==> src/asx_pkg.sv <==
// constants, field layout and register map of the atomic swap executor
package asx_pkg;

  // instruction field positions
  localparam int ASX_SIZE_HI   = 31;
  localparam int ASX_SIZE_LO   = 30;
  localparam int ASX_FAM_HI    = 29;
  localparam int ASX_FAM_LO    = 24;
  localparam int ASX_ACQ_BIT   = 23;
  localparam int ASX_REL_BIT   = 22;
  localparam int ASX_ONE_BIT   = 21;
  localparam int ASX_SRC_HI    = 20;
  localparam int ASX_SRC_LO    = 16;
  localparam int ASX_OP_HI     = 15;
  localparam int ASX_OP_LO     = 12;
  localparam int ASX_ZB_HI     = 11;
  localparam int ASX_ZB_LO     = 10;
  localparam int ASX_BASE_HI   = 9;
  localparam int ASX_BASE_LO   = 5;
  localparam int ASX_TGT_HI    = 4;
  localparam int ASX_TGT_LO    = 0;

  // fixed encoding values
  localparam logic [5:0] ASX_FAM_CODE   = 6'h38;
  localparam logic [3:0] ASX_SWAP_CODE  = 4'h8;
  localparam logic [4:0] ASX_ZERO_IDX   = 5'h1f;
  localparam logic [4:0] ASX_SP_IDX     = 5'h1f;
  localparam logic [1:0] ASX_SIZE_BYTE  = 2'h0;
  localparam logic [1:0] ASX_SIZE_HALF  = 2'h1;
  localparam logic [1:0] ASX_SIZE_WORD  = 2'h2;
  localparam logic [1:0] ASX_SIZE_DWORD = 2'h3;
  localparam int         ASX_SP_ALIGN_BITS = 4;

  // register map
  localparam logic [7:0] ASX_OFS_CTRL   = 8'h00;
  localparam logic [7:0] ASX_OFS_STATUS = 8'h04;
  localparam logic [7:0] ASX_OFS_MASK   = 8'h08;
  localparam logic [7:0] ASX_OFS_COUNT  = 8'h0c;
  localparam logic [7:0] ASX_OFS_ADDR   = 8'h10;

  // control and status fields
  localparam int          ASX_CTRL_SPCHK  = 0;
  localparam logic [31:0] ASX_CTRL_RESET  = 32'h0000_0001;
  localparam int          ASX_ST_DONE     = 0;
  localparam int          ASX_ST_UNDEF    = 1;
  localparam int          ASX_ST_FAULT    = 2;
  localparam int          ASX_ST_OTHER    = 3;
  localparam int          ASX_ST_WIDTH    = 4;
  localparam logic [3:0]  ASX_ST_RESET    = 4'h0;
  localparam logic [3:0]  ASX_MASK_RESET  = 4'h0;

endpackage

==> src/asx_decode.sv <==
// combinational decode of the atomic memory operation encoding
`timescale 1ns/10ps
`default_nettype none
module asx_decode
  import asx_pkg::*;
(
  // instruction word
  input  wire logic [31:0] insn,
  input  wire logic        atomic_ext_present,
  // decoded fields
  output logic       undefined,
  output logic       is_swap,
  output logic       is_other_op,
  output logic [1:0] size,
  output logic [4:0] source_index,
  output logic [4:0] target_index,
  output logic [4:0] base_index,
  output logic       ordered_read,
  output logic       ordered_write,
  output logic       target_zero
);
  wire       family_hit;
  wire [3:0] op_code;
  wire       op_high_bit;
  wire       acq_bit;
  wire       rel_bit;

  assign family_hit   = (insn[ASX_FAM_HI:ASX_FAM_LO] == ASX_FAM_CODE) && insn[ASX_ONE_BIT] &&
                        (insn[ASX_ZB_HI:ASX_ZB_LO] == 2'h0);
  assign op_code      = insn[ASX_OP_HI:ASX_OP_LO];
  assign op_high_bit  = op_code[3];
  assign acq_bit      = insn[ASX_ACQ_BIT];
  assign rel_bit      = insn[ASX_REL_BIT];
  // RL13 operand fields
  assign source_index = insn[ASX_SRC_HI:ASX_SRC_LO];
  assign target_index = insn[ASX_TGT_HI:ASX_TGT_LO];
  assign base_index   = insn[ASX_BASE_HI:ASX_BASE_LO];
  // RL2 size field
  assign size         = insn[ASX_SIZE_HI:ASX_SIZE_LO];
  assign target_zero  = (target_index == ASX_ZERO_IDX);
  // RL9 operation select
  assign is_swap      = family_hit && (op_code == ASX_SWAP_CODE);
  assign is_other_op  = family_hit && !op_high_bit;
  // RL10 missing extension
  assign undefined    = !atomic_ext_present || !(is_swap || is_other_op);
  // RL8 ordering variants
  // RL5 RL7 acquire dropped for zero target
  assign ordered_read  = acq_bit && !target_zero;
  // RL6 release on write
  assign ordered_write = rel_bit;
endmodule
`default_nettype wire

==> src/asx_regs.sv <==
// control, status, mask and interrupt registers of the swap executor
`timescale 1ns/10ps
`default_nettype none
module asx_regs
  import asx_pkg::*;
(
  // clock and reset
  input  wire logic        ref_clk,
  input  wire logic        reset_n,
  // register port
  input  wire logic [7:0]  reg_addr,
  input  wire logic [31:0] reg_wdata,
  input  wire logic        reg_write,
  input  wire logic        reg_read,
  output logic [31:0]      reg_rdata,
  // block state
  input  wire logic [ASX_ST_WIDTH-1:0] events,
  input  wire logic [31:0] swap_count,
  input  wire logic [31:0] last_addr,
  output logic             sp_check_en,
  output logic             irq
);
  logic [31:0]             ctrl;
  logic [ASX_ST_WIDTH-1:0] status;
  logic [ASX_ST_WIDTH-1:0] mask;

  wire                    hit_ctrl   = reg_addr == ASX_OFS_CTRL;
  wire                    hit_status = reg_addr == ASX_OFS_STATUS;
  wire                    hit_mask   = reg_addr == ASX_OFS_MASK;
  wire                    hit_count  = reg_addr == ASX_OFS_COUNT;
  wire                    hit_addr   = reg_addr == ASX_OFS_ADDR;
  wire [ASX_ST_WIDTH-1:0] clr        = (reg_write && hit_status) ? reg_wdata[ASX_ST_WIDTH-1:0] : ASX_ST_RESET;
  // a new event beats a simultaneous write-one clear
  wire [ASX_ST_WIDTH-1:0] next_status = (status & ~clr) | events;
  wire [31:0]             next_rdata  =
    !reg_read  ? 32'h0 :
    hit_ctrl   ? {31'h0, ctrl[ASX_CTRL_SPCHK]} :
    hit_status ? {{(32-ASX_ST_WIDTH){1'b0}}, status} :
    hit_mask   ? {{(32-ASX_ST_WIDTH){1'b0}}, mask} :
    hit_count  ? swap_count :
    hit_addr   ? last_addr : 32'h0;

  assign sp_check_en = ctrl[ASX_CTRL_SPCHK];

  always_ff @(posedge ref_clk) begin
    if (!reset_n) begin
      ctrl      <= ASX_CTRL_RESET;
      status    <= ASX_ST_RESET;
      mask      <= ASX_MASK_RESET;
      reg_rdata <= 32'h0;
      irq       <= 1'b0;
    end else begin
      if (reg_write && hit_ctrl) ctrl <= reg_wdata & ASX_CTRL_RESET;
      if (reg_write && hit_mask) mask <= reg_wdata[ASX_ST_WIDTH-1:0];
      status    <= next_status;
      reg_rdata <= next_rdata;
      irq       <= |(next_status & mask);
    end
  end
endmodule
`default_nettype wire

==> src/asx_exec.sv <==
// atomic swap executor: decode, operand fetch, locked read-then-write, writeback
// What this block does
// RL1 - reads the addressed location, writes the source value there, and returns the old value to the target.
// RL2 - size 10 is a word swap and size 11 a doubleword swap, the access being eight bits shifted by size.
// RL3 - the byte form touches one byte and uses only 32-bit views of its registers.
// RL4 - the halfword form touches one halfword and uses only 32-bit views of its registers.
// RL5 - acquire bit set with a target other than 11111 makes the read acquire-ordered, else unordered.
// RL6 - release bit set makes the write release-ordered, else unordered.
// RL7 - a zero-register target never gets acquire ordering.
// RL8 - bits 23 and 22 select none, acquire, release or both.
// RL9 - operation code 1000 is the swap, 0000 to 0111 are the other atomics, the rest is unallocated.
// RL10 - without the atomic extension every encoding is undefined and memory is not touched.
// RL11 - base index 31 takes the stack pointer with an alignment check, else the indexed register.
// RL12 - the loaded value is zero-extended to 64 bits for doublewords and 32 bits otherwise.
// RL13 - store value from bits 20 to 16, destination from the target field, address from the base field.
// RL14 - read and write of one swap are one indivisible access with no write interleaved.
// RL15 - a release write waits for all earlier accesses, an acquire read holds back all later ones.
// RL16 - the target is written only after read data return and never on a fault or undefined encoding.
`timescale 1ns/10ps
`default_nettype none
module asx_exec
  import asx_pkg::*;
#(
  parameter int  XLEN       = 64,
  parameter bit  ATOMIC_EXT = 1'b1
)
(
  // clock and reset
  input  wire logic        ref_clk,
  input  wire logic        reset_n,
  // instruction issue
  input  wire logic [31:0] insn,
  input  wire logic        insn_valid,
  output logic             insn_ready,
  // register file read (data valid in the cycle the index is shown)
  output logic [4:0]       rf_src_index,
  output logic [4:0]       rf_base_index,
  input  wire logic [XLEN-1:0] rf_src_data,
  input  wire logic [XLEN-1:0] rf_base_data,
  input  wire logic [XLEN-1:0] stack_pointer,
  // register file writeback
  output logic             wb_valid,
  output logic [4:0]       wb_index,
  output logic [XLEN-1:0]  wb_data,
  output logic             wb_wide,
  // coherent memory
  output logic             mem_req,
  output logic             mem_write,
  output logic [XLEN-1:0]  mem_addr,
  output logic [XLEN-1:0]  mem_wdata,
  output logic [1:0]       mem_size,
  output logic             mem_ordered,
  output logic             mem_lock,
  input  wire logic        mem_ack,
  input  wire logic        mem_fault,
  input  wire logic [XLEN-1:0] mem_rdata,
  // ordering with the rest of the core
  input  wire logic        earlier_drained,
  output logic             later_hold,
  // outcome pulses
  output logic             swap_done,
  output logic             undef_insn,
  output logic             align_fault,
  output logic             other_op,
  // register port
  input  wire logic [7:0]  reg_addr,
  input  wire logic [31:0] reg_wdata,
  input  wire logic        reg_write,
  input  wire logic        reg_read,
  output logic [31:0]      reg_rdata,
  output logic             irq
);
  initial begin
    if (XLEN != 64) $error("asx_exec supports only a 64-bit register width");
  end

  typedef enum logic [2:0] {
    ASX_IDLE,
    ASX_OPND,
    ASX_RD,
    ASX_WRPREP,
    ASX_WR,
    ASX_WB
  } asx_state_t;

  asx_state_t state;
  logic [31:0]     cur_insn;
  logic [XLEN-1:0] swap_value;
  logic [XLEN-1:0] old_data;
  logic [31:0]     swap_count;
  logic [31:0]     last_addr;
  logic            sp_check_en;

  // decode of the word on the issue port and of the held word
  wire       in_undef;
  wire       in_swap;
  wire       in_other;
  wire [4:0] in_src;
  wire [4:0] in_base;
  wire       d_undef;
  wire       d_swap;
  wire       d_other;
  wire [1:0] d_size;
  wire [4:0] d_src;
  wire [4:0] d_tgt;
  wire [4:0] d_base;
  wire       d_ord_rd;
  wire       d_ord_wr;
  wire       d_tzero;

  asx_decode u_dec_in (
    .insn               (insn),
    .atomic_ext_present (ATOMIC_EXT),
    .undefined          (in_undef),
    .is_swap            (in_swap),
    .is_other_op        (in_other),
    .size               (),
    .source_index       (in_src),
    .target_index       (),
    .base_index         (in_base),
    .ordered_read       (),
    .ordered_write      (),
    .target_zero        ()
  );

  asx_decode u_dec_cur (
    .insn               (cur_insn),
    .atomic_ext_present (ATOMIC_EXT),
    .undefined          (d_undef),
    .is_swap            (d_swap),
    .is_other_op        (d_other),
    .size               (d_size),
    .source_index       (d_src),
    .target_index       (d_tgt),
    .base_index         (d_base),
    .ordered_read       (d_ord_rd),
    .ordered_write      (d_ord_wr),
    .target_zero        (d_tzero)
  );

  // access width mask: 8 << size bits
  wire [XLEN-1:0] size_mask =
    (d_size == ASX_SIZE_BYTE)  ? 64'h0000_0000_0000_00ff :
    (d_size == ASX_SIZE_HALF)  ? 64'h0000_0000_0000_ffff :
    (d_size == ASX_SIZE_WORD)  ? 64'h0000_0000_ffff_ffff : 64'hffff_ffff_ffff_ffff;
  // RL11 stack pointer or indexed base
  wire            base_is_sp = (d_base == ASX_SP_IDX);
  wire [XLEN-1:0] next_addr  = base_is_sp ? stack_pointer : rf_base_data;
  wire            sp_misalign = base_is_sp && sp_check_en && (next_addr[ASX_SP_ALIGN_BITS-1:0] != 4'h0);
  // every access must sit on an eight-byte boundary, whatever its size
  wire [XLEN-1:0] size_low   = size_mask >> 3;
  wire            data_misalign = (next_addr & size_low[XLEN-1:0] & 64'h7) != 64'h0;
  // RL3 RL4 RL2 narrow views of the source register
  wire [XLEN-1:0] next_value = rf_src_data & size_mask;
  // RL12 zero extension of returned data
  wire [XLEN-1:0] next_old   = mem_rdata & size_mask;
  wire            wide       = (d_size == ASX_SIZE_DWORD);
  wire            accept     = insn_valid && insn_ready;
  // RL15 release write waits for earlier accesses
  wire            write_go   = !d_ord_wr || earlier_drained;

  wire [ASX_ST_WIDTH-1:0] events = {other_op, align_fault, undef_insn, swap_done};

  asx_regs u_regs (
    .ref_clk     (ref_clk),
    .reset_n     (reset_n),
    .reg_addr    (reg_addr),
    .reg_wdata   (reg_wdata),
    .reg_write   (reg_write),
    .reg_read    (reg_read),
    .reg_rdata   (reg_rdata),
    .events      (events),
    .swap_count  (swap_count),
    .last_addr   (last_addr),
    .sp_check_en (sp_check_en),
    .irq         (irq)
  );

  // sequencing and pulses
  always_ff @(posedge ref_clk) begin
    if (!reset_n) begin
      state       <= ASX_IDLE;
      insn_ready  <= 1'b0;
      cur_insn    <= 32'h0;
      undef_insn  <= 1'b0;
      other_op    <= 1'b0;
      align_fault <= 1'b0;
      swap_done   <= 1'b0;
      later_hold  <= 1'b0;
    end else begin
      undef_insn  <= 1'b0;
      other_op    <= 1'b0;
      align_fault <= 1'b0;
      swap_done   <= 1'b0;
      case (state)
        ASX_IDLE: begin
          insn_ready <= 1'b1;
          if (accept) begin
            insn_ready <= 1'b0;
            cur_insn   <= insn;
            // RL10 RL9 undefined never reaches memory
            if (in_undef) begin
              undef_insn <= 1'b1;
            end else if (in_other) begin
              other_op <= 1'b1;
            end else if (in_swap) begin
              state <= ASX_OPND;
            end
          end
        end
        ASX_OPND: begin
          if (sp_misalign || data_misalign) begin
            align_fault <= 1'b1;
            state       <= ASX_IDLE;
          end else begin
            // RL15 later accesses held while acquire read is open
            later_hold <= d_ord_rd;
            state      <= ASX_RD;
          end
        end
        ASX_RD: begin
          if (mem_ack) begin
            later_hold <= 1'b0;
            if (mem_fault) begin
              align_fault <= 1'b1;
              state       <= ASX_IDLE;
            end else begin
              state <= ASX_WRPREP;
            end
          end
        end
        ASX_WRPREP: begin
          if (write_go) state <= ASX_WR;
        end
        ASX_WR: begin
          if (mem_ack) begin
            if (mem_fault) begin
              align_fault <= 1'b1;
              state       <= ASX_IDLE;
            end else begin
              swap_done <= 1'b1;
              state     <= ASX_WB;
            end
          end
        end
        ASX_WB: begin
          state <= ASX_IDLE;
        end
        default: begin
          state <= ASX_IDLE;
        end
      endcase
    end
  end

  // memory side: lock spans read and write so nothing is slipped in between
  always_ff @(posedge ref_clk) begin
    if (!reset_n) begin
      mem_req     <= 1'b0;
      mem_write   <= 1'b0;
      mem_addr    <= 64'h0;
      mem_wdata   <= 64'h0;
      mem_size    <= ASX_SIZE_BYTE;
      mem_ordered <= 1'b0;
      mem_lock    <= 1'b0;
      swap_value  <= 64'h0;
      old_data    <= 64'h0;
    end else begin
      if (state == ASX_OPND && !(sp_misalign || data_misalign)) begin
        // RL1 RL5 read phase
        mem_req     <= 1'b1;
        mem_write   <= 1'b0;
        mem_addr    <= next_addr;
        mem_size    <= d_size;
        mem_ordered <= d_ord_rd;
        // RL14 lock opened
        mem_lock    <= 1'b1;
        swap_value  <= next_value;
      end else if (state == ASX_RD && mem_ack) begin
        mem_req  <= 1'b0;
        old_data <= next_old;
        if (mem_fault) mem_lock <= 1'b0;
      end else if (state == ASX_WRPREP && write_go) begin
        // RL1 RL6 write phase at the same address
        mem_req     <= 1'b1;
        mem_write   <= 1'b1;
        mem_wdata   <= swap_value;
        mem_ordered <= d_ord_wr;
      end else if (state == ASX_WR && mem_ack) begin
        mem_req   <= 1'b0;
        mem_write <= 1'b0;
        // RL14 lock closed after the write
        mem_lock  <= 1'b0;
      end
    end
  end

  // register file side
  always_ff @(posedge ref_clk) begin
    if (!reset_n) begin
      rf_src_index  <= 5'h0;
      rf_base_index <= 5'h0;
      wb_valid      <= 1'b0;
      wb_index      <= 5'h0;
      wb_data       <= 64'h0;
      wb_wide       <= 1'b0;
      swap_count    <= 32'h0;
      last_addr     <= 32'h0;
    end else begin
      wb_valid <= 1'b0;
      if (accept) begin
        // RL13 operand indices
        rf_src_index  <= in_src;
        rf_base_index <= in_base;
      end
      if (state == ASX_WR && mem_ack && !mem_fault) begin
        // RL16 RL12 writeback only after a clean swap
        wb_valid   <= !d_tzero;
        wb_index   <= d_tgt;
        wb_data    <= old_data;
        wb_wide    <= wide;
        swap_count <= swap_count + 32'h1;
        last_addr  <= mem_addr[31:0];
      end
    end
  end
endmodule
`default_nettype wire

==> config.mk <==
export PLATFORM = sky130hd
export DESIGN_NAME = asx_exec
export DESIGN_NICKNAME = d
export VERILOG_FILES = /design/src/asx_pkg.sv /design/src/asx_decode.sv /design/src/asx_regs.sv /design/src/asx_exec.sv
export SDC_FILE = /design/constraint.sdc
export NUM_CORES = 1
export LEC_CHECK = 0
export BUFFER_PORTS_ARGS = -buffer_cell sky130_fd_sc_hd__buf_2
export CORE_AREA = 2 2 232 234
export DETAILED_ROUTE_END_ITERATION = 8
export DIE_AREA = 0 0 234 236
export GPL_ROUTABILITY_DRIVEN = 0
export PLACE_DENSITY = 0.68
export SLEW_MARGIN = 5
export SYNTH_ARGS = -nofsm -noshare
export SYNTH_HDL_FRONTEND = slang
export SYNTH_SLANG_ARGS = --single-unit
export TNS_END_PERCENT = 10
==> constraint.sdc <==
create_clock -name ref_clk -period 2.9 [get_ports ref_clk]
set_clock_uncertainty 0.1 [all_clocks]
set_input_delay 0.435 -clock ref_clk [delete_from_list [all_inputs] [get_ports ref_clk]]
set_output_delay 0.435 -clock ref_clk [all_outputs]
set_load 0.02 [all_outputs]
==> Yosys cells after proc, flatten, opt, wreduce, memory -nomap -nowiden <==
Index checks and enable logic that the tools add are counted.
{ "totals": {"register_bits": 490, "in_bits": 336, "wordCells": 166} }
{ "op_classes": {"add_sub_neg": 1, "n_eq_ne": 26, "muxes": 43, "n_bitwise": 11, "reduce_logical": 53} }
{ "op_table": {"columns": ["op", "count"], "rows": [
  ["64-bit 2-to-1 mux", 4],
  ["64-bit bitwise AND", 2],
  ["32-bit 2-to-1 mux", 2],
  ["64-bit nonzero test", 1],
  ["32-bit by 1-bit adder with 32-bit output (second input constant)", 1],
  ["3-bit 2-to-1 mux", 8],
  ["1-bit 2-to-1 mux", 21],
  ["8-bit by 4-bit equality test with 1-bit output (second input constant)", 2],
  ["1-bit logical AND", 16],
  ["3-bit one-hot mux with 5 select lines", 1],
  ["3-bit AND reduction", 5],
  ["2-bit inequality test (second input constant)", 7],
  ["4-bit 2-to-1 mux", 3],
  ["2-bit AND reduction", 6],
  ["5-bit equality test (second input constant)", 2],
  ["4-bit bitwise AND", 2],
  ["8-bit by 3-bit equality test with 1-bit output (second input constant)", 1],
  ["8-bit by 5-bit equality test with 1-bit output (second input constant)", 1],
  ["8-bit logical NOT", 1],
  ["4-bit nonzero test", 2],
  ["7-bit AND reduction", 1],
  ["3-bit by 2-bit equality test with 1-bit output (second input constant)", 2],
  ["6-bit equality test (second input constant)", 1],
  ["3-bit inequality test (second input constant)", 2],
  ["other kinds (23)", 40]
]} }

==> Logic depth before layout (Yosys ltp) <==
Gate-level depths: netlist of run 1.
{ "logic_depth": {"word_depth": 11, "depth_mapped": 8, "ltp_nobuf": 6} }

==> By module <==
From an unflattened synthesis of run 1, not the netlist that was laid out.
{ "hier_totals": {"cells_unflattened": 2314, "area_unflattened_um2": 19387.3} }
{ "modules_own_cells": {"columns": ["mod", "instances", "cells_per_inst", "area_each_um2", "seq_area_each_um2"], "rows": [
  ["asx_exec", 1, 2059, 17196.5, 8968.6],
  ["asx_regs", 1, 195, 1760.4, 840.8],
  ["asx_decode", 2, 30, 215.2, 0.0]
]} }

==> Worst setup path before layout of run 1 <==
No wires, ideal clock.
{ "synth_path": {"path_type": "input -> register", "start": "in reg_addr[1]", "end": "reg u_regs.irq", "setup_time_ns": 0.138, "arrival_time_ns": 2.016, "path_slack_ns": 0.645, "stages": 5, "n_path_buf": 0, "path_cell_list": "or3_1 -> nor4_1 -> a22oi_1 -> a2111oi_0 -> a31oi_1"} }
{ "synth_between": {"elab_chain_cells": 8} }
{ "synth_rtl": {"columns": ["element", "line", "text"], "rows": [
  ["from (decl)", "asx_exec.sv:66", "input wire logic [7:0] reg_addr,"],
  ["8-bit by 3-bit equality test with 1-bit output", "asx_regs.sv:28", "wire hit_status = reg_addr == ASX_OFS_STATUS;"],
  ["1-bit logical AND", "asx_regs.sv:32", "wire [ASX_ST_WIDTH-1:0] clr = (reg_write && hit_status) ? reg_wdata[ASX_ST_WIDTH-1:0] : ASX_ST_RESET;"],
  ["4-bit 2-to-1 mux", "asx_regs.sv:32", null],
  ["4-bit inverter", "asx_regs.sv:34", "wire [ASX_ST_WIDTH-1:0] next_status = (status & ~clr) | events;"],
  ["4-bit bitwise AND", "asx_regs.sv:34", null],
  ["4-bit bitwise OR", "asx_regs.sv:34", null],
  ["4-bit bitwise AND", "asx_regs.sv:57", "irq <= |(next_status & mask);"],
  ["4-bit OR reduction", "asx_regs.sv:57", null],
  ["to (signal assigned)", "asx_regs.sv:57", null],
  ["to (decl)", "asx_regs.sv:21", "output logic irq"]
]} }
No other way between the ends.
A chain may end at the register's enable or synchronous reset.

==> Worst setup path after layout of run 1 <==
{ "layout_path": {"start": "reg cur_insn[9]", "end": "reg mem_addr[41]"} }
{ "layout_between": {"elab_chain_cells": 7} }
{ "layout_rtl": {"columns": ["element", "line", "text"], "rows": [
  ["from (decl)", "asx_exec.sv:87", "logic [31:0] cur_insn;"],
  ["from (signal assigned)", "asx_exec.sv:200", "cur_insn <= insn;"],
  ["5-bit equality test *", "asx_exec.sv:147", "wire base_is_sp = (d_base == ASX_SP_IDX);"],
  ["64-bit 2-to-1 mux", "asx_exec.sv:148", "wire [XLEN-1:0] next_addr = base_is_sp ? stack_pointer : rf_base_data;"],
  ["3-bit bitwise AND or 4-bit nonzero test (tied branches)", "asx_exec.sv:152, asx_exec.sv:149", null],
  ["64-bit nonzero test or 1-bit logical AND (tied branches)", "asx_exec.sv:152, asx_exec.sv:149", null],
  ["1-bit logical OR", "asx_exec.sv:269", "if (state == ASX_OPND && !(sp_misalign || data_misalign)) begin"],
  ["1-bit logical NOT", "asx_exec.sv:269", null],
  ["1-bit logical AND", "asx_exec.sv:269", null],
  ["to (signal assigned)", "asx_exec.sv:273", "mem_addr <= next_addr;"],
  ["to (decl)", "asx_exec.sv:49", "output logic [XLEN-1:0] mem_addr,"]
]} }
Every way passes the cells marked *; elsewhere a longest branch is shown, timed or not.

==> run summary, run 1 <==
Sequential fraction of the synthesis area: 54.5%
Initial Utilization: 32.6%
Finished Layout Cells: 3507
PnR worst setup slack: 0.180 ns
Cell with the most instances after synthesis: nand2_1
Critical R2R Launch: cur_insn[9]
Drc violations: 0
Vias in the first global route: 16500
Top_reg_cell synth: dfxtp_1
HPWL after DPL: 41.7 mm
WHS Path Cells: 3
Sw frac: 21.7%
WL/cell: 17.6 microns
Final hold vios: 0
Post-synth top area share: 54.5%
Flop and latch count out of synthesis: 472
Number of I/O pins: 590
CTS Buffer Depth: 3
CTS root buf: clkbuf_16
Syn_area_per_cell: 8.33 sq um
Slew @ Worst Pin: 0.833 ns
Pleak: 9.99 nW
Sequential share of power: 45.6%
Row Count: 85
Initial DRC Count: 1136
First-pass GRT wire length: 92.9 mm
Final Max Tran Viols: 0
Max-cap violations: 0
Clock transition at path regs: 0.07 ns
Asr flop ratio synth: 0%
Power Total: 14.3 mW
Crit Path Category: flip-flop to flip-flop
Cell count after placement: 3218
Status: finished, final reports clean
R2r worst-path depth: 8
Vias: 17400
Core Area: 0.0531 sq mm
Initial antenna violation count: 15
Vias per cell: 4.97
Nets@finish: 3100
Required time at the worst-slack endpoint: 3.33 ns
Router iterations before antenna repair: 5
PortBufs: 561
Max VDD drop: 446 uV
Crit path DAT: 3.15 ns
Power Density: 580 mW/mm^2
Period utilisation layout: 93.8%
Post-Place Setup Slack: 0.337 ns
Setup TNS: 0 ns
Largest net degree at the start of global routing: 166
Total GRT Usage: 21.3%
Yosys top cell by area: dfxtp_1
Synth Cell Area: 0.0173 sq mm
Hold WC Path Type: primary input to flip-flop
Post-synth EDFFs: 0
CTS tree: built
Psw: 3.11 mW
Fmax: 368 MHz
Critical path endpoint category: flip-flop
Number of clock sinks: 472
Clock latency on the worst-skew pair: 0.58 ns
Yosys warnings: 0
Area Growth Syn to Fin: 42.3%
Pint: 11.2 mW
Net Count, Synth: 2416
Die width: 234 microns
Hold Startpoint: rf_base_data[57]
Num CTS Buffers: 51
Post-synth cell types: 48
Final Routed Wirelength: 61.9 mm
Synth Instances: 2079
Relative slew slack: 44.4%
Top post-synthesis cells by area: dfxtp_1 (55%), nand2_1 (12%), a21oi_1 (8.1%)
Grt total ovfl: 0
Post-route antenna net violation count: 0
Clock Power Share: 49.5%
Final setup fails: 0
Synth cell count leaders: nand2_1 (561), dfxtp_1 (472), a21oi_1 (281)
Combinational Power Share: 4.9%
Critical path fanouts, max: 39
CP Launch Type: flip-flop
Worst setup startpoint: cur_insn[9]
Fraction of layout cells with a size suffix above 1: 26.0%
Die Ht: 236 microns
H-tree levels: 2
Filler cells: 5099
Min Tclk post-route: 2.72 ns
Die footprint: 0.0552 sq mm
state kept, by name, summed over array words and instances, names as in the netlist, 2 cells and up:
signal and flops:
swap_value 64, last_addr 32, rf_src_index 5, mem_size 2, cur_insn 14, state 3, wb_index 5, wb_data 64
rf_base_index 5, u_regs.reg_rdata 32, old_data 64, mem_wdata 64, swap_count 32, u_regs.mask 4, mem_addr 64, u_regs.status 4
worst max-delay path, cell delays in order (launching register included):
cell           delay, ns
dfxtp_1             0.31
and4_2              0.29
a2111o_1            0.45
a21boi_4            0.23
buf_12              0.18
buf_16              0.20
nor2_1              0.06
a311oi_1            0.24
dlygate4sd3_1       0.58
power by group through the flow:
| stage | clock, mW | sequential (mW) | combinational (mW) |
|---|---|---|---|
| after global placement | 0 | 6.66 | 0.500 |
| after detailed placement | 0 | 6.66 | 0.503 |
| after floorplan | 0 | 6.66 | 0.184 |
| after global routing | 7.50 | 6.52 | 0.758 |
| final | 7.08 | 6.52 | 0.705 |
| after CTS | 7.21 | 6.52 | 0.700 |
layer usage:
metal	vias to the layer above	track usage, %	part of all wire (%)
li1	8485	-	-
met1	8159	27.4	42
met2	625	34.4	47
met3	149	4.99	7.1
met4	8	8.02	3.7
met5	-	0	0.081
timing repair:
item	4_1_cts	5_1_grt
hold buffers	181	0
endpoints found under the hold margin	184	0
endpoints found under the setup margin	0	1
resized for setup	0	2
setup buffers	0	5
layout make-up:
class	count	area (sq um)	area share, %
sequential	472	9450	38.3
antenna	7	17.5	0.0710
timing repair buffer	800	5210	21.1
clock inverter	26	395	1.60
tap	696	871	3.53
clock buffer	68	1450	5.88
multi-input combinational	1426	7210	29.2
inverter	12	52.6	0.213
per-stage QoR:
stage,area [sq um],hold WS [ns],util (%)
finish,24700,0.0354,46.5
detailed placement,20900,0.343,39.4
global route,24700,0.0130,46.5
global placement,20900,0.338,39.4
CTS,24500,0.000255,46.3
floorplan,17300,0.332,-
logic make-up after synthesis:
family                     share of synthesized area [%]
buffers and inverters                               4.15
and+or+nand+nor                                     22.3
xor gates and xnor gates                            1.36
muxes                                              0.477
DFF                                                 54.5
adders and majority gates                          0.130
AOI/OAI and AO/OA                                   17.1
path summary, 6_finish.rpt:
check,to,slack [ns]
hold / removal,mem_addr[57],0.04
hold reg to reg,wb_data[52],0.35
setup / recovery,mem_addr[41],0.18
setup reg to reg,mem_addr[41],0.18
cells in the final DEF (no fill, tap or decap), types with 15 or more instances in the layout:
| master | synthesis | layout |
|---|---|---|
| buf_2 | 25 | 561 |
| nand2_1 | 561 | 560 |
| dfxtp_1 | 472 | 470 |
| a21oi_1 | 281 | 281 |
| dlygate4sd3_1 | 0 | 181 |
| nand3_1 | 135 | 133 |
| nor2_1 | 134 | 130 |
| a311oi_1 | 61 | 61 |
| a22o_1 | 59 | 59 |
| clkbuf_16 | 0 | 53 |
| buf_4 | 2 | 46 |
| a22oi_1 | 29 | 29 |
| o21ai_0 | 20 | 20 |
| xnor2_1 | 16 | 16 |
| nor3_1 | 15 | 15 |
Note: power is estimated with default switching activity, not from simulation.
==> inputs of run 2 (changes only) <==
--- a/config.mk
+++ b/config.mk
@@ -12,2 +12,3 @@
 export GPL_ROUTABILITY_DRIVEN = 0
+export MAX_ROUTING_LAYER = met4
 export PLACE_DENSITY = 0.68
--- a/constraint.sdc
+++ b/constraint.sdc
@@ -4,2 +4,2 @@
 set_output_delay 0.435 -clock ref_clk [all_outputs]
-set_load 0.02 [all_outputs]
+set_load 0.05 [all_outputs]
==> run 2 against run 1 <==
Against the previous run: non-clock buffer count did not move; cell area about the same; cell count up 0.14%; register-to-register slack got worse by 0.02 ns; critical path type unchanged; worst hold slack improved by 0.0016 ns; first-iteration DRC count up 5.4%; flip-flop and latch count unchanged; largest power group unchanged; critical endpoint unchanged; power is essentially flat; global-route usage grew 0.63 points; routed wire length up 0.13%; critical path depth is the same.
==> run summary, run 2 (synthesis results as in run 1) <==
Routed wl met3: 4.27 mm
Fraction of layout cells with a size suffix above 1: 26.0%
Multi-input logic area: 0.00721 sq mm
Family with the most delay on the worst path: buffers and inverters
Min Tclk post-route: 2.74 ns
Nets@finish: 3100
CP max-delay cell: dlygate4sd3_1
Number of clock sinks: 472
Vias in the first global route: 16500
Router iterations before antenna repair: 5
CP bufs+invs: 3
Met2 WL: 28.9 mm
Power Density: 580 mW/mm^2
Critical path fanouts, max: 39
Grt total ovfl: 0
Clock transition at path regs: 0.07 ns
CTS tree: built
Die width: 234 microns
Cell chain of the critical path: and4_2 > a2111o_1 > a21boi_4 > buf_12 > buf_16 > nor2_1 > a311oi_1 > dlygate4sd3_1
CTS root buf: clkbuf_16
Final hold vios: 0
Status: finished, final reports clean
CP peak stage delay: 0.59 ns
Final setup fails: 0
Setup TNS: 0 ns
Num CTS Buffers: 51
Max-cap violations: 0
Area Growth Syn to Fin: 42.4%
Die footprint: 0.0552 sq mm
Clock latency on the worst-skew pair: 0.59 ns
HPWL after DPL: 41.7 mm
Vias: 17500
H-tree levels: 2
CP Launch Type: flip-flop
Row Count: 85
Commonest non-fill, non-tap cell in the layout: buf_2
Critical path endpoint category: flip-flop
Largest net degree at the start of global routing: 166
First-pass GRT wire length: 92.8 mm
Finished Layout Cells: 3512
Slew @ Worst Pin: 0.818 ns
Post-Route Utilization: 46.5%
Pleak: 9.99 nW
Final Max Tran Viols: 0
Initial DRC Count: 1197
PortBufs: 561
CTS Buffer Depth: 3
Relative slew slack: 45.5%
Filler cells: 5098
Number of I/O pins: 590
Period utilisation layout: 94.4%
Required time at the worst-slack endpoint: 3.33 ns
Crit path DAT: 3.16 ns
Register area: 0.00945 sq mm
Total GRT Usage: 21.9%
Crit Path Category: flip-flop to flip-flop
Core Area: 0.0531 sq mm
Drc violations: 0
Initial Utilization: 32.6%
Final Routed Wirelength: 62.0 mm
Initial antenna violation count: 15
Post-route antenna net violation count: 0
Top layer in use: met4
Vias per cell: 4.98
Hold WC Path Type: primary input to flip-flop
Max VDD drop: 446 uV
Die Ht: 236 microns
WL/cell: 17.6 microns
Cell count after placement: 3218
Routed length on met1: 26.5 mm
Fmax: 365 MHz
Most frequent cells in the layout: buf_2 (561), nand2_1 (560), dfxtp_1 (470)
==> run 2: cell types whose count changed in the layout (fill, tap and decap cells not counted) <==
cell and delta:
diode_2 +5
==> run 2: repair_timing <==
action / CTS / global route
hold endpoints to repair: 184 / 0
gates resized for setup: 0 / 2
endpoints found under the setup margin: 0 / 1
hold buffers: 181 / 0
setup buffers: 0 / 5
==> run 2: worst paths after layout <==
check | startpoint | to | slack, ns | cells after the start
worst max-delay path | cur_insn[9] | mem_addr[41] | 0.16 | 8
worst min-delay path | rf_base_data[57] | mem_addr[57] | 0.04 | 3
worst max register to register | cur_insn[9] | mem_addr[41] | 0.16 | 8
worst min register to register | old_data[28] | wb_data[28] | 0.35 | 2
==> run 2: layout make-up <==
cell class                 count  area share [%]
clock inverter                26            1.60
multi-input combinational   1426            29.2
clock buffer                  68            5.88
inverter                      12           0.213
timing repair buffer         800            21.1
sequential                   472            38.3
antenna                       12           0.122
tap                          696            3.53
==> run 2: routing by layer <==
layer  global-route usage, %  vias up
met5                       -        -
met4                    8.02        0
met3                    4.69      143
met2                    34.4      624
met1                    27.6     8234
li1                        -     8493
==> run 2: where the power goes <==
| part | switching [mW] | total [mW] | leakage, nW | internal (mW) |
|---|---|---|---|---|
| Clock | 2.74 | 7.08 | 0.907 | 4.34 |
| Sequential | 0.0164 | 6.52 | 3.80 | 6.50 |
| Combinational | 0.362 | 0.723 | 5.28 | 0.361 |
| Total | 3.12 | 14.3 | 9.99 | 11.2 |
==> run 2: worst register-to-register path, cell delays in order (launching register included) <==
cell,delay (ns)
dfxtp_1,0.31
and4_2,0.29
a2111o_1,0.45
a21boi_4,0.23
buf_12,0.18
buf_16,0.21
nor2_1,0.06
a311oi_1,0.25
dlygate4sd3_1,0.59
==> run 2: through the flow <==
stage	instance area, sq um	power, mW	hold WS, ns	setup slack [ns]
floorplan	17300	6.86	0.332	0.645
CTS	24500	14.4	0.000255	0.0161
detailed placement	20900	7.18	0.343	0.337
global route	24700	14.8	0.0114	-0.00198
finish	24700	14.3	0.0370	0.163
global placement	20900	7.18	0.338	0.338
==> inputs of run 3 (changes only) <==
Settings changed: ABC_AREA from default to 1, CORE_AREA 2 2 232 234 to 2 2 227 229, DIE_AREA 0 0 234 236 to 0 0 229 231, PLACE_DENSITY 0.68 to 0.71.
==> run 3 against run 2 <==
Against the previous run: utilization rose by 1.2 points; highest routed layer unchanged; cell count rose by 5.1%; critical path type unchanged; first-iteration DRC count rose by 1.2%.
==> run summary, run 3 <==
Status: finished, final reports clean
HPWL after DPL: 43.5 mm
Post-Route Utilization: 47.7%
Max-cap violations: 0
Slew @ Worst Pin: 0.803 ns
PortBufs: 561
Vias per cell: 4.85
CTS root buf: clkbuf_16
Cell chain of the critical path: nor2_1 > nand2_1 > nor2_1 > nand2_4 > clkinv_2 > buf_4 > nand2_1 > a21oi_1
Row Count: 83
Post_cts resized: 0
CP Launch Type: flip-flop
Number of I/O pins: 590
Met1 usage: 27.5%
H-tree levels: 2
Vias: 17900
Period utilisation layout: 76.3%
Yosys warnings: 0
Largest family of logic cells by synthesized area: simple AND/OR/NAND/NOR gates
Post-synth cell types: 36
Fraction of layout cells with a size suffix above 1: 23.4%
Die width: 229 microns
Crit path DAT: 2.60 ns
Relative slew slack: 46.4%
Syn_area_per_cell: 7.65 sq um
Initial antenna violation count: 11
Top_reg_cell synth: dfxtp_1
Setup TNS: 0 ns
Cell with the most instances after synthesis: nand2_1
Power Density: 566 mW/mm^2
Hold WC Path Type: primary input to flip-flop
Initial DRC Count: 1211
Clock latency on the worst-skew pair: 0.58 ns
Pleak: 10.3 nW
Number of hold buffers added after CTS: 106
Synth cell count leaders: nand2_1 (646), dfxtp_1 (472), nor2_1 (256)
Post-synthesis mux area share: 3.41%
Post-Synth Adder-Cell Area: 0.0699%
Global route hottest layer: met2
Synth Area in Compound Gates: 13.3%
R2r worst-path depth: 8
Synth Instances: 2337
Critical path endpoint category: flip-flop
WHS Endpoint: old_data[10]
Met3 Usage GRT: 5.29%
Unrepaired setup endpoints after global routing: false
Final Routed Wirelength: 61.6 mm
Commonest non-fill, non-tap cell in the layout: nand2_1
Grt total ovfl: 0
CTS tree: built
CP max-delay cell: clkinv_2
Asr flop ratio synth: 0%
Yosys top cell by area: dfxtp_1
WL/cell: 16.7 microns
Hold Startpoint: mem_rdata[10]
Post-synth top area share: 52.8%
Vias in the first global route: 17000
Router iterations before antenna repair: 5
Die footprint: 0.0529 sq mm
Largest net degree at the start of global routing: 108
FF-to-FF setup slack: 0.69 ns
Net Count, Synth: 2674
CTS Buffer Depth: 3
Critical path fanouts, max: 18
Core Area: 0.0507 sq mm
Required time at the worst-slack endpoint: 3.29 ns
CP peak stage delay: 0.41 ns
Reg2reg end: wb_data[26]
Critical R2R Launch: state[1]
Total GRT Usage: 23.0%
Initial Utilization: 35.3%
Met2 global-route usage: 36.9%
Num CTS Buffers: 50
First-pass GRT wire length: 93.8 mm
Crit Path Category: flip-flop to flip-flop
Final Max Tran Viols: 0
Drc violations: 0
Nets@finish: 3299
Post-synth EDFFs: 0
Flop and latch count out of synthesis: 472
Max VDD drop: 428 uV
Clock transition at path regs: 0.06 ns
Final setup fails: 0
Sequential fraction of the synthesis area: 52.8%
Fmax: 452 MHz
Post-route antenna net violation count: 0
Die Ht: 231 microns
Area Growth Syn to Fin: 35.2%
Min Tclk post-route: 2.21 ns
Synth Cell Area: 0.0179 sq mm
Final hold vios: 0
Design area: 0.0242 sq mm
Top post-synthesis cells by area: dfxtp_1 (53%), nand2_1 (14%), a21oi_1 (6.8%)
Post-synthesis simple-gate area fraction: 24.3%
Number of clock sinks: 472
Placed cell area: 0.0214 sq mm
Setup bufs post-CTS: 0
Most frequent cells in the layout: nand2_1 (646), buf_2 (560), dfxtp_1 (472)
WHS Path Cells: 3
Filler cells: 5014
Xor-xnor portion of the synthesized cell area: 0.392%
==> run 3: cell types whose count changed in the layout (fill, tap and decap cells not counted), sizes merged, moves of 39 or more <==
cell / previous run / this run
a21oi: 281 / 242
a22o: 59 / 0
a311oi: 61 / 0
dlygate4sd3: 181 / 107
inv: 16 / 98
mux2i: 6 / 61
nand2: 561 / 648
nor2: 134 / 259
o21ai: 20 / 224
==> run 3: how the worst max path moves through the flow <==
stage / cells after the start / endpoint / from / slack (ns)
2_1_floorplan: 6 / cur_insn[2] / insn_ready / 1.14
3_3_place_gp: 11 / mem_addr[36] / stack_pointer[0] / 0.46
3_5_place_dp: 11 / mem_addr[42] / stack_pointer[0] / 0.44
4_1_cts: 9 / mem_addr[45] / cur_insn[7] / 0.69
5_1_grt: 9 / mem_addr[36] / cur_insn[8] / 0.52
6_report: 8 / wb_data[26] / state[1] / 0.69
==> run 3: area by class of cell <==
cell class	count	area, sq um	area share (%)
repair buffers	715	4380	18.1
flip-flops and latches	472	9450	39.1
clock buffers	74	1470	6.09
multi-input cells	1623	7450	30.8
clock inverters	15	166	0.688
well taps	680	851	3.52
inverters	100	384	1.59
diodes	12	30.0	0.124
==> run 3: metrics by stage <==
step / hold slack, ns / setup WS, ns / instances / power, mW
global route: 0.00725 / 0.523 / 3688 / 14.1
finish: 0.0300 / 0.688 / 3691 / 13.7
CTS: 0.0000474 / 0.693 / 3678 / 13.8
floorplan: 0.321 / 1.14 / 2337 / 6.92
detailed placement: 0.334 / 0.438 / 3483 / 7.26
global placement: 0.330 / 0.459 / 3483 / 7.26
==> run 3: worst max-delay path, delay by kind of cell, from the launching register on <==
kind	cells	cell delay, ns
simple gates	5	0.85
buf+inv	2	0.66
flops	1	0.33
compound gates	1	0.16
==> run 3: power breakdown <==
part           total, mW  internal (mW)  switching, mW
logic              0.714          0.325          0.389
registers           6.52           6.51         0.0158
clock network       6.45           3.77           2.68
==> run 3: cell families after synthesis <==
group / Yosys count
xor gates and xnor gates: 8
muxes: 61
DFF: 472
adders and majority gates: 1
and+or+nand+nor: 1082
AOI/OAI and AO/OA: 471
buffers and inverters: 242
==> run 3: layer usage <==
layer / wire, microns / part of all wire, %
met1: 25000 / 41
met2: 29100 / 47
met3: 4680 / 7.6
met4: 2830 / 4.6
met5: 0 / 0
